--- config.mk ---
export PLATFORM = sky130hd
export DESIGN_NAME = tbf_formatter_flat
export DESIGN_NICKNAME = d
export VERILOG_FILES = /design/src/pkg/tbf_pkg.sv /design/src/pkg/tbf_link_if.sv /design/src/rtl/tbf_formatter.sv /design/src/flat_wrapper.sv
export SDC_FILE = /design/constraint.sdc
export NUM_CORES = 1
export LEC_CHECK = 0
export ABC_AREA = 1
export BUFFER_PORTS_ARGS = -buffer_cell sky130_fd_sc_hd__buf_2
export CAP_MARGIN = 15
export CORE_MARGIN = 2
export CORE_UTILIZATION = 29
export DETAILED_ROUTE_END_ITERATION = 12
export PLACE_DENSITY_LB_ADDON = 0.25
export RECOVER_POWER = 25
export SLEW_MARGIN = 5
export SYNTH_ARGS = -nofsm -noshare
export SYNTH_HDL_FRONTEND = slang
export SYNTH_SLANG_ARGS = --single-unit
--- constraint.sdc ---
create_clock -name i_sys_clk -period 10.6 [get_ports i_sys_clk]
set_clock_uncertainty 0.1 [all_clocks]
set_input_delay 2.12 -clock i_sys_clk [delete_from_list [all_inputs] [get_ports i_sys_clk]]
set_output_delay 2.12 -clock i_sys_clk [all_outputs]
set_load 0.02 [all_outputs]
--- src/pkg/tbf_pkg.sv ---
// shared constants and types for the tape block format generator and drive end
// How it works
// - eight tracks, numbered zero to seven
// - even tracks forward, odd tracks reverse
// - 158 cylinders per track, zero to 157
// - logical blocks run zero to 1263
// - eight sectors per block, ids one to eight
// - each data field holds 1024 bytes
// - header: 80 gap, 12 zero, 50 gap
// - header carries three C2 then FC
// - fill data fields with 6D
// - block content within 9562 bytes
// - host formats block like a floppy track
// - whole block written as one track pass
// - block zero parameters stored twice; the formatter builds every block, block zero too, once only
// - update mode rewrites one sector alone
// - start/stop positions without losing capacity
// - streaming moves continuously, no block stops
// - host keeps streaming data without gaps
// - sector id: zeros, marks, FE, address, crc
// - sector size flag is 03
// - data field: marks, FB, data, crc, gap
package tbf_pkg;

    // ------------------------------------------------------------------
    // tape geometry
    // ------------------------------------------------------------------
    localparam logic [3:0]  NUM_TRACKS     = 4'h8;
    localparam logic [2:0]  MAX_TRACK      = 3'h7;
    localparam logic [10:0] CYLS_PER_TRACK = 11'h09e;
    localparam logic [7:0]  MAX_CYL        = 8'h9d;
    localparam logic [10:0] MAX_LBN        = 11'h4ef;
    localparam logic [3:0]  NUM_SECTORS    = 4'h8;
    localparam logic [3:0]  FIRST_SECTOR   = 4'h1;
    localparam logic [13:0] BLOCK_CAPACITY = 14'h255a;

    // ------------------------------------------------------------------
    // field lengths in bytes
    // ------------------------------------------------------------------
    localparam logic [10:0] HDR_GAP_LEN    = 11'h050;
    localparam logic [10:0] SYNC_ZERO_LEN  = 11'h00c;
    localparam logic [10:0] MARK_LEN       = 11'h003;
    localparam logic [10:0] HDR_TAIL_LEN   = 11'h032;
    localparam logic [10:0] CRC_LEN        = 11'h002;
    localparam logic [10:0] ID_GAP_LEN     = 11'h016;
    localparam logic [10:0] SECTOR_BYTES   = 11'h400;
    localparam logic [10:0] DATA_GAP_LEN   = 11'h036;
    localparam logic [10:0] SINGLE_LEN     = 11'h001;

    // ------------------------------------------------------------------
    // byte values
    // ------------------------------------------------------------------
    localparam logic [7:0]  GAP_BYTE       = 8'h4e;
    localparam logic [7:0]  ZERO_BYTE      = 8'h00;
    localparam logic [7:0]  INDEX_MARK     = 8'hc2;
    localparam logic [7:0]  INDEX_TYPE     = 8'hfc;
    localparam logic [7:0]  SYNC_MARK      = 8'ha1;
    localparam logic [7:0]  ID_TYPE        = 8'hfe;
    localparam logic [7:0]  DATA_TYPE      = 8'hfb;
    localparam logic [7:0]  SIZE_FLAG      = 8'h03;
    localparam logic [7:0]  FILL_BYTE      = 8'h6d;
    localparam logic [15:0] CRC_INIT       = 16'hffff;
    localparam logic [15:0] CRC_POLY       = 16'h1021;

    // ------------------------------------------------------------------
    // drive operating modes
    // ------------------------------------------------------------------
    typedef enum logic [1:0] {
        MODE_STREAM = 2'b00,
        MODE_START_STOP = 2'b01,
        MODE_UPDATE = 2'b10
    } tbf_mode_t;

endpackage

--- src/pkg/tbf_link_if.sv ---
// byte link between the block formatter and the tape drive end
`timescale 1ns/100ps
interface tbf_link_if;
    logic       byte_valid;
    logic [7:0] byte_data;
    logic       byte_mark;
    logic       byte_ready;
    logic       blk_first;
    logic       blk_last;
    logic [2:0] blk_track;
    logic [7:0] blk_cyl;

    modport fmt (
        output byte_valid,
        output byte_data,
        output byte_mark,
        input  byte_ready,
        output blk_first,
        output blk_last,
        output blk_track,
        output blk_cyl
    );

    modport drv (
        input  byte_valid,
        input  byte_data,
        input  byte_mark,
        output byte_ready,
        input  blk_first,
        input  blk_last,
        input  blk_track,
        input  blk_cyl
    );
endinterface

--- src/rtl/tbf_formatter.sv ---
// host formatter end: builds one formatted tape block as a byte stream
`timescale 1ns/100ps
module tbf_formatter (
    input  wire logic          i_sys_clk,
    input  wire logic          i_rst_n,
    tbf_link_if.fmt            link,
    input  wire logic          i_start,
    input  wire logic [2:0]    i_track,
    input  wire logic [7:0]    i_cyl,
    input  wire logic          i_use_fill,
    input  wire logic [7:0]    i_user_byte,
    output logic               o_user_take,
    output logic               o_busy,
    output logic               o_done,
    output logic               o_addr_err,
    output logic [10:0]        o_lbn
);
    // ------------------------------------------------------------------
    // block layout segments
    // ------------------------------------------------------------------
    typedef enum logic [4:0] {
        SEG_HGAP   = 5'h00,
        SEG_HZERO  = 5'h01,
        SEG_IMARK  = 5'h02,
        SEG_ITYPE  = 5'h03,
        SEG_HTAIL  = 5'h04,
        SEG_SZERO  = 5'h05,
        SEG_IDMARK = 5'h06,
        SEG_IDTYPE = 5'h07,
        SEG_CYL    = 5'h08,
        SEG_HEAD   = 5'h09,
        SEG_SECT   = 5'h0a,
        SEG_SIZE   = 5'h0b,
        SEG_IDCRC  = 5'h0c,
        SEG_IDGAP  = 5'h0d,
        SEG_DZERO  = 5'h0e,
        SEG_DMARK  = 5'h0f,
        SEG_DTYPE  = 5'h10,
        SEG_DATA   = 5'h11,
        SEG_DCRC   = 5'h12,
        SEG_DGAP   = 5'h13
    } tbf_seg_t;

    tbf_seg_t    seg;
    logic [10:0] cnt;
    logic [3:0]  sector;
    logic [15:0] crc;
    logic [2:0]  trk;
    logic [7:0]  cyl;
    logic        advance;
    logic        seg_end;
    logic        blk_end;
    logic        first_pend;
    logic [7:0]  cur_byte;
    logic        cur_mark;
    logic        crc_cover;

    function automatic logic [10:0] seg_len(input tbf_seg_t s);
        case (s)
            SEG_HGAP:  seg_len = tbf_pkg::HDR_GAP_LEN;
            SEG_HZERO: seg_len = tbf_pkg::SYNC_ZERO_LEN;
            SEG_IMARK: seg_len = tbf_pkg::MARK_LEN;
            SEG_HTAIL: seg_len = tbf_pkg::HDR_TAIL_LEN;
            SEG_SZERO: seg_len = tbf_pkg::SYNC_ZERO_LEN;
            SEG_IDMARK: seg_len = tbf_pkg::MARK_LEN;
            SEG_IDCRC: seg_len = tbf_pkg::CRC_LEN;
            SEG_IDGAP: seg_len = tbf_pkg::ID_GAP_LEN;
            SEG_DZERO: seg_len = tbf_pkg::SYNC_ZERO_LEN;
            SEG_DMARK: seg_len = tbf_pkg::MARK_LEN;
            SEG_DATA:  seg_len = tbf_pkg::SECTOR_BYTES;
            SEG_DCRC:  seg_len = tbf_pkg::CRC_LEN;
            SEG_DGAP:  seg_len = tbf_pkg::DATA_GAP_LEN;
            default:   seg_len = tbf_pkg::SINGLE_LEN;
        endcase
    endfunction

    // ccitt crc, msb first, marks included as on a floppy track
    function automatic logic [15:0] crc_upd(input logic [15:0] c, input logic [7:0] d);
        logic [15:0] r;
        r = c;
        for (int i = 7; i >= 0; i--) begin
            if (r[15] ^ d[i]) begin
                r = {r[14:0], 1'b0} ^ tbf_pkg::CRC_POLY;
            end else begin
                r = {r[14:0], 1'b0};
            end
        end
        return r;
    endfunction

    // ------------------------------------------------------------------
    // byte selection
    // ------------------------------------------------------------------
    always_comb begin
        cur_mark  = 1'b0;
        crc_cover = 1'b0;
        case (seg)
            SEG_HGAP, SEG_HTAIL, SEG_IDGAP, SEG_DGAP: cur_byte = tbf_pkg::GAP_BYTE;
            SEG_HZERO, SEG_SZERO, SEG_DZERO: cur_byte = tbf_pkg::ZERO_BYTE;
            SEG_IMARK: begin
                cur_byte = tbf_pkg::INDEX_MARK;
                cur_mark = 1'b1;
            end
            SEG_ITYPE: cur_byte = tbf_pkg::INDEX_TYPE;
            SEG_IDMARK, SEG_DMARK: begin
                cur_byte  = tbf_pkg::SYNC_MARK;
                cur_mark  = 1'b1;
                crc_cover = 1'b1;
            end
            SEG_IDTYPE: begin
                cur_byte  = tbf_pkg::ID_TYPE;
                crc_cover = 1'b1;
            end
            SEG_CYL: begin
                cur_byte  = cyl;
                crc_cover = 1'b1;
            end
            SEG_HEAD: begin
                cur_byte  = tbf_pkg::ZERO_BYTE;
                crc_cover = 1'b1;
            end
            SEG_SECT: begin
                cur_byte  = {4'h0, sector};
                crc_cover = 1'b1;
            end
            SEG_SIZE: begin
                cur_byte  = tbf_pkg::SIZE_FLAG;
                crc_cover = 1'b1;
            end
            SEG_DTYPE: begin
                cur_byte  = tbf_pkg::DATA_TYPE;
                crc_cover = 1'b1;
            end
            SEG_DATA: begin
                cur_byte  = i_use_fill ? tbf_pkg::FILL_BYTE : i_user_byte;
                crc_cover = 1'b1;
            end
            SEG_IDCRC, SEG_DCRC: cur_byte = (cnt == 11'h000) ? crc[15:8] : crc[7:0];
            default: cur_byte = tbf_pkg::GAP_BYTE;
        endcase
    end

    // one output register; back-pressure from the drive stalls generation
    assign advance     = o_busy && (!link.byte_valid || link.byte_ready);
    assign seg_end     = (cnt == seg_len(seg) - 11'h001);
    assign blk_end     = seg_end && seg == SEG_DGAP && sector == tbf_pkg::NUM_SECTORS;
    assign o_user_take = advance && seg == SEG_DATA && !i_use_fill;

    // ------------------------------------------------------------------
    // start and block address
    // ------------------------------------------------------------------
    always_ff @(posedge i_sys_clk) begin
        if (!i_rst_n) begin
            trk        <= 3'h0;
            cyl        <= 8'h00;
            o_lbn      <= 11'h000;
            o_addr_err <= 1'b0;
        end else begin
            o_addr_err <= 1'b0;
            if (i_start && !o_busy) begin
                if (i_track > tbf_pkg::MAX_TRACK || i_cyl > tbf_pkg::MAX_CYL) begin
                    o_addr_err <= 1'b1;
                end else begin
                    trk   <= i_track;
                    cyl   <= i_cyl;
                    // serpentine tracks still number cylinders from their own start
                    o_lbn <= 11'(i_track) * tbf_pkg::CYLS_PER_TRACK
                             + 11'(i_cyl);
                end
            end
        end
    end

    // ------------------------------------------------------------------
    // segment sequencer
    // ------------------------------------------------------------------
    always_ff @(posedge i_sys_clk) begin
        if (!i_rst_n) begin
            o_busy     <= 1'b0;
            o_done     <= 1'b0;
            seg        <= SEG_HGAP;
            cnt        <= 11'h000;
            sector     <= tbf_pkg::FIRST_SECTOR;
            first_pend <= 1'b0;
        end else begin
            o_done <= 1'b0;
            if (!o_busy) begin
                if (i_start && i_track <= tbf_pkg::MAX_TRACK && i_cyl <= tbf_pkg::MAX_CYL) begin
                    o_busy     <= 1'b1;
                    seg        <= SEG_HGAP;
                    cnt        <= 11'h000;
                    sector     <= tbf_pkg::FIRST_SECTOR;
                    first_pend <= 1'b1;
                end
            end else if (advance) begin
                first_pend <= 1'b0;
                if (!seg_end) begin
                    cnt <= cnt + 11'h001;
                end else begin
                    cnt <= 11'h000;
                    if (blk_end) begin
                        o_busy <= 1'b0;
                        o_done <= 1'b1;
                    end else if (seg == SEG_DGAP) begin
                        seg    <= SEG_SZERO;
                        sector <= sector + 4'h1;
                    end else begin
                        seg <= tbf_seg_t'(seg + 5'h01);
                    end
                end
            end
        end
    end

    // ------------------------------------------------------------------
    // crc over each id and data field
    // ------------------------------------------------------------------
    always_ff @(posedge i_sys_clk) begin
        if (!i_rst_n) begin
            crc <= tbf_pkg::CRC_INIT;
        end else if (advance && crc_cover) begin
            if ((seg == SEG_IDMARK || seg == SEG_DMARK) && cnt == 11'h000) begin
                crc <= crc_upd(tbf_pkg::CRC_INIT, cur_byte);
            end else begin
                crc <= crc_upd(crc, cur_byte);
            end
        end
    end

    // ------------------------------------------------------------------
    // link output register
    // ------------------------------------------------------------------
    always_ff @(posedge i_sys_clk) begin
        if (!i_rst_n) begin
            link.byte_valid <= 1'b0;
            link.byte_data  <= 8'h00;
            link.byte_mark  <= 1'b0;
            link.blk_first  <= 1'b0;
            link.blk_last   <= 1'b0;
        end else if (advance) begin
            link.byte_valid <= 1'b1;
            link.byte_data  <= cur_byte;
            link.byte_mark  <= cur_mark;
            link.blk_first  <= first_pend;
            link.blk_last   <= blk_end;
        end else if (link.byte_ready) begin
            link.byte_valid <= 1'b0;
            link.blk_first  <= 1'b0;
            link.blk_last   <= 1'b0;
        end
    end

    // address stays put for the whole block
    always_ff @(posedge i_sys_clk) begin
        if (!i_rst_n) begin
            link.blk_track <= 3'h0;
            link.blk_cyl   <= 8'h00;
        end else begin
            link.blk_track <= trk;
            link.blk_cyl   <= cyl;
        end
    end
endmodule

--- src/flat_wrapper.sv ---
// flat-port wrapper written by rule: the top's interface ports become plain ports
module tbf_formatter_flat 
  (i_sys_clk, i_rst_n, i_start, i_track, i_cyl, i_use_fill, i_user_byte, o_user_take, o_busy, o_done, o_addr_err, o_lbn, link_byte_valid, link_byte_data, link_byte_mark, link_byte_ready, link_blk_first, link_blk_last, link_blk_track, link_blk_cyl);
  tbf_link_if link_i ();
  input  wire logic i_sys_clk;
  input  wire logic i_rst_n;
  input  wire logic i_start;
  input  wire logic [2:0] i_track;
  input  wire logic [7:0] i_cyl;
  input  wire logic i_use_fill;
  input  wire logic [7:0] i_user_byte;
  output logic o_user_take;
  output logic o_busy;
  output logic o_done;
  output logic o_addr_err;
  output logic [10:0] o_lbn;
  output wire logic [$bits(link_i.byte_valid)-1:0] link_byte_valid;
  output wire logic [$bits(link_i.byte_data)-1:0] link_byte_data;
  output wire logic [$bits(link_i.byte_mark)-1:0] link_byte_mark;
  input wire logic [$bits(link_i.byte_ready)-1:0] link_byte_ready;
  output wire logic [$bits(link_i.blk_first)-1:0] link_blk_first;
  output wire logic [$bits(link_i.blk_last)-1:0] link_blk_last;
  output wire logic [$bits(link_i.blk_track)-1:0] link_blk_track;
  output wire logic [$bits(link_i.blk_cyl)-1:0] link_blk_cyl;
  assign link_byte_valid = link_i.byte_valid;
  assign link_byte_data = link_i.byte_data;
  assign link_byte_mark = link_i.byte_mark;
  assign link_i.byte_ready = link_byte_ready;
  assign link_blk_first = link_i.blk_first;
  assign link_blk_last = link_i.blk_last;
  assign link_blk_track = link_i.blk_track;
  assign link_blk_cyl = link_i.blk_cyl;
  tbf_formatter u_core (.i_sys_clk(i_sys_clk), .i_rst_n(i_rst_n), .link(link_i), .i_start(i_start), .i_track(i_track), .i_cyl(i_cyl), .i_use_fill(i_use_fill), .i_user_byte(i_user_byte), .o_user_take(o_user_take), .o_busy(o_busy), .o_done(o_done), .o_addr_err(o_addr_err), .o_lbn(o_lbn));
endmodule
# Yosys cells after proc, flatten, opt, wreduce, memory -nomap -nowiden
# Memory sizes are Yosys's and may differ from the RTL's. A register that Yosys moved wholly into a read port is not among the register bits.
# Index checks and enable logic that the tools add are counted.
# word_totals
regBits	85
mem_bits_ro	256
input_bits	24
out_inout_bits	38
elab_cells	209
memories	1
# memory_table
name	words	word_bits	rd	rd_ports_with_merged_regs	wr	line	text
(no name shown)	32	8	1	1	0	tbf_formatter.sv:59	case (s)
# classes
add_sub_neg	5
multipliers	1
order_cmp	4
n_eq_ne	23
n_mux	96
n_bitwise	31
reduce_logical	30
# op_table
op	count
16-bit two-way mux	43
13-bit two-way mux	16
8-bit one-hot mux with 11 select lines	1
3-bit NOT	15
11-bit two-way mux	4
5-bit two-way mux	8
5-bit by 4-bit equality test with 1-bit output (second input constant)	7
4-bit two-way mux	6
5-bit equality test (second input constant)	4
1-bit two-way mux	16
8-bit two-way mux	2
5-bit by 3-bit equality test with 1-bit output (second input constant)	3
1-bit XOR	15
11-bit by 1-bit adder with 11-bit output (second input constant)	1
11-bit by 8-bit adder with 11-bit output	1
11-bit equality test	1
11-bit zero test	1
11-bit by 1-bit subtractor with 11-bit output (second input constant)	1
5-bit by 2-bit equality test with 1-bit output (second input constant)	2
1-bit logical AND	10
3-bit by 7-bit multiplier with 10-bit output (second input constant)	1
9-bit OR reduction	1
8-bit greater-than comparator (second input constant)	1
8-bit <= comparator (second input constant)	1
17 further kinds	29

# Longest topological paths before layout
# depth
word_depth	41
mapped_depth	23
depth_no_buf	23

# Worst setup path after synthesis
# Ideal clock, no wire load.
# synth_timing
kind	input-to-output
start	input link_byte_ready
end	output o_user_take
arrival_ns	2.999
path_slack_ns	5.381
stages	5
path_buffers	1
cell_sequence	inv_1 -> nand2_1 -> nand2_1 -> clkbuf_1 -> nor3_1
# synth_via
elab_chain_len	4
# synth_lines
item	line	text
from (decl)	flat_wrapper.sv:20	input wire logic [$bits(link_i.byte_ready)-1:0] link_byte_ready;
1-bit logical OR	tbf_formatter.sv:144	assign advance = o_busy && (!link.byte_valid || link.byte_ready);
1-bit logical AND	tbf_formatter.sv:144	
1-bit logical AND (2 in series)	tbf_formatter.sv:147	assign o_user_take = advance && seg == SEG_DATA && !i_use_fill;
to (decl)	flat_wrapper.sv:12	output logic o_user_take;
# Every way passes these cells.

==> reports/results.md <==
| Result | This run |
|---|---|
| Run status | finished with violations |
| Violations in the final reports | capacitance limit, slew limit |
| Max-cap viol count | 1 |
| Via/cell ratio | 4.61 |
| Post-synthesis xor/xnor area fraction | 3.73% |
| Maximum count of clock buffers along a single path | 2 |
| Die extent in y | 146 um |
| Post-synthesis async set-or-reset flop share | 0% |
| Top Family by Delay on Critical Path | buffers and inverters |
| Register Area | 0.00184 sq mm |
| RSZ-0062 raised after global routing | false |
| Tot GR Track Use | 15.2% |
| Floorplan core area | 0.0200 sq mm |
| Tightest Pin Transition | 2.39 ns |
| Antenna violations before repair | 1 |
| Number of endpoints failing setup at the final stage | 0 |
| TritonCTS clock tree | built |
| Maximum number of pins on one net before global-route repair | 43 |
| Detail Placement HPWL | 12.2 mm |
| Length of the first detailed-routing pass in iterations | 4 |
| Count of final hold-check violations | 0 |
| Most used flip-flop cell after synthesis | dfxtp_1 |
| I/O pin count | 62 |
| Post-Synthesis Cell Area | 0.00587 sq mm |
| Die width | 146 um |
| Initial standard-cell utilization of the core | 29.3% |
| Setup Crit Path Kind | in2reg |
| Number of synthesized flops with an enable pin | 0 |
| Total wire length | 16.0 mm |
| Pwr per Cell Area | 160 mW/mm^2 |
| Number of sinks handled by clock tree synthesis | 92 |
| Setup fix buffers added after clock tree synthesis | 0 |
| Sequential cell area fraction in the yosys report | 31.4% |
| Final Cell Area | 0.00675 sq mm |
| Mean area per synthesized cell | 6.67 sq um |
| Post-layout min period | 5.49 ns |
| Grt ovf | 0 |
| Area share of the largest cell type after synthesis | 31.4% |
| Cell accounting for the most synthesized area | dfxtp_1 |
| Number of DRC violations after detailed routing | 0 |
| Worst hold path class | reg2reg |
| Static leakage | 0.00340 uW |
| Fmax | 0.182 GHz |
| Layout overhead on the synthesized area | 15.0% |
| Most crowded layer after global routing | met2 |
| Share of the synthesized area in compound gates (AO/OA/AOI/OAI) | 11.3% |
| N_diodes | 0 |
| Dpl cell area | 0.00647 sq mm |
| CTS HTree Levels | 3 |
| Global-route track usage on met1 | 19.9% |
| Global routing met2 resource utilization | 25.2% |
| Type of origin of the critical path | input port |
| Clock transition at path regs | 0.07 ns |
| Maximum resistive drop on vdd | 0.0000685 V |
| Number of DRC violations after detailed-routing iteration 0 | 248 |
| Slack of the worst reg-to-reg path | 6.97 ns |
| Mux cell area share after synthesis | 0% |
| Dominant combinational cell family by area after synthesis | simple AND/OR/NAND/NOR gates |
| Final estimated routing congestion in global placement | 0.802 |
| Critical path cell sequence | buf_2, clkbuf_1, inv_1, clkbuf_1, nor2_4, inv_1, ha_1, nor2_1, nand2_1, nand2_1, nand2_1, nand2_1 |
| Number of buffer cells added on primary ports | 61 |
| Met3 usage | 3.41% |
| CP max-delay cell | clkbuf_1 |
| Standard-cell row count | 52 |
| Period Utilization, post-route | 51.8% |
| Number of warning messages in the yosys log | 0 |
| CP Capture Type | flip-flop |
| R2r worst-path depth | 14 |
| Worst path most repeated cell | nand2_1 |
| Filler Cell Count | 2289 |
| Number of vias after detailed routing | 5596 |
| Synthesized flop and latch total | 92 |
| Number of antenna-violating nets in the routed design | 0 |
| Area of combinational cells with multiple inputs | 0.00342 sq mm |
| Depth of the critical timing path with buffers and inverters included | 12 |
| Syn_nets | 936 |
| First-pass GRT wire length | 26.5 mm |
| Most instantiated library cell after synthesis | nand2_1 |
| Area share of and/or/nand/nor cells after synthesis | 35.9% |
| Delay contributed by the slowest stage of the critical path | 1.69 ns |
| Clock Root Buffer | clkbuf_16 |
| List of most frequent post-synthesis cells | nand2_1, inv_1, dfxtp_1 |
| CTS buffer count | 9 |
| Full die area | 0.0214 sq mm |
| Number of different library cells in the post-synthesis netlist | 46 |
| Max-slew violation total from the final report | 43 |
| Average wire per standard cell | 13.2 um |
| Resize count post-CTS | 0 |
| Synthesized-area fraction occupied by adder cells | 7.33% |
| Origin of the critical flop-to-flop path | u_core.o_busy |
| Hold buffer count at cts | 0 |
| Final sum of negative setup slack | 0 ns |
| Number of nets at the end of the flow | 994 |
| Arrival time worst endpoint | 5.68 ns |
| Via count of the first global-routing pass | 5298 |
| Setup crit start | i_rst_n |
| Syn Inst Count | 880 |
| Dominant cells by area after synthesis | dfxtp_1, nand2_1, inv_1, ha_1, nand3_1 |
| Fraction of final layout cells sized beyond drive strength 1 | 12.6% |
| Number of buffer and inverter stages on the critical path | 5 |
| Later-pin clock latency in the skew report | 0.35 ns |
| CP Data Required Time | 10.79 ns |
| Worst-path fanout max | 42 |
| Remaining max-slew budget at the tightest pin | -59.3% |
routing by layer:
layer,routed length (um),vias up
met4,291,2
met2,7340,102
met5,11,-
li1,-,2922
met1,7670,2552
met3,671,18
stage by stage:
step	worst slack (ns)	hold slack (ns)	total power (uW)	utilization [%]	std cells
final	5.11	0.327	1080	33.7	1213
after global routing	4.69	0.360	1150	33.7	1213
after CTS	5.24	0.330	1090	33.8	1213
after detailed placement	5.15	0.318	748	32.3	1197
after global placement	5.19	0.323	748	32.3	1197
after floorplan	5.38	0.305	662	-	880
layout make-up:
class	count	share of cell area [%]
clock buffer	10	3.54
timing repair buffer	65	4.50
tap	270	5.00
sequential	92	27.3
clock inverter	6	1.07
multi-input combinational	628	50.7
inverter	142	7.89
power by group:
group	switching, uW	internal [uW]	total, uW
Sequential	20.8	373	394
Clock	148	191	339
Combinational	231	115	346
state kept, by name, summed over array words and instances (netlist names), 4 cells and up, named ones only:
signal / count
u_core.sector: 4
u_core.cyl: 8
u_core.cnt: 11
u_core.link.byte_data: 8
u_core.crc: 16
u_core.seg: 5
u_core.link.blk_cyl: 8
u_core.o_lbn: 10
worst register-to-register path: cells and delay by family, from the launching register on:
kind	cells	cell delay [ns]
compound gates	1	0.14
flops	1	0.69
buf+inv	1	0.23
simple gates	11	2.16
fa+ha+maj	1	0.25
how the worst min path moves through the flow:
stage                        from                       end  slack (ns)  cells after the start
CTS                 u_core.trk[2]  u_core.link.blk_track[2]        0.33                      2
floorplan           u_core.trk[0]  u_core.link.blk_track[0]        0.30                      2
detailed placement  u_core.trk[2]  u_core.link.blk_track[2]        0.32                      2
global placement    u_core.trk[2]  u_core.link.blk_track[2]        0.32                      2
finish              u_core.trk[2]  u_core.link.blk_track[2]        0.33                      2
global route        u_core.trk[1]  u_core.link.blk_track[1]        0.36                      2
layout by cell type (no fill, tap or decap), types with 15 or more instances in the layout:
master,synthesis,layout
nand2_1,228,228
inv_1,127,127
dfxtp_1,92,92
nor2_1,85,85
nand3_1,65,65
buf_2,3,42
a21oi_1,38,38
o21ai_0,31,31
ha_1,28,28
clkbuf_1,13,21
xor2_1,19,19
nand4_1,17,17
nor3_1,15,15
cell families (layout without fill, tap and decap cells):
| family | after synthesis | in the layout |
|---|---|---|
| simple gates | 459 | 459 |
| flops | 92 | 92 |
| xor+xnor | 25 | 25 |
| buf+inv | 160 | 223 |
| compound gates | 112 | 112 |
| fa+ha+maj | 32 | 32 |
Note: power is estimated with default switching activity, not from simulation.
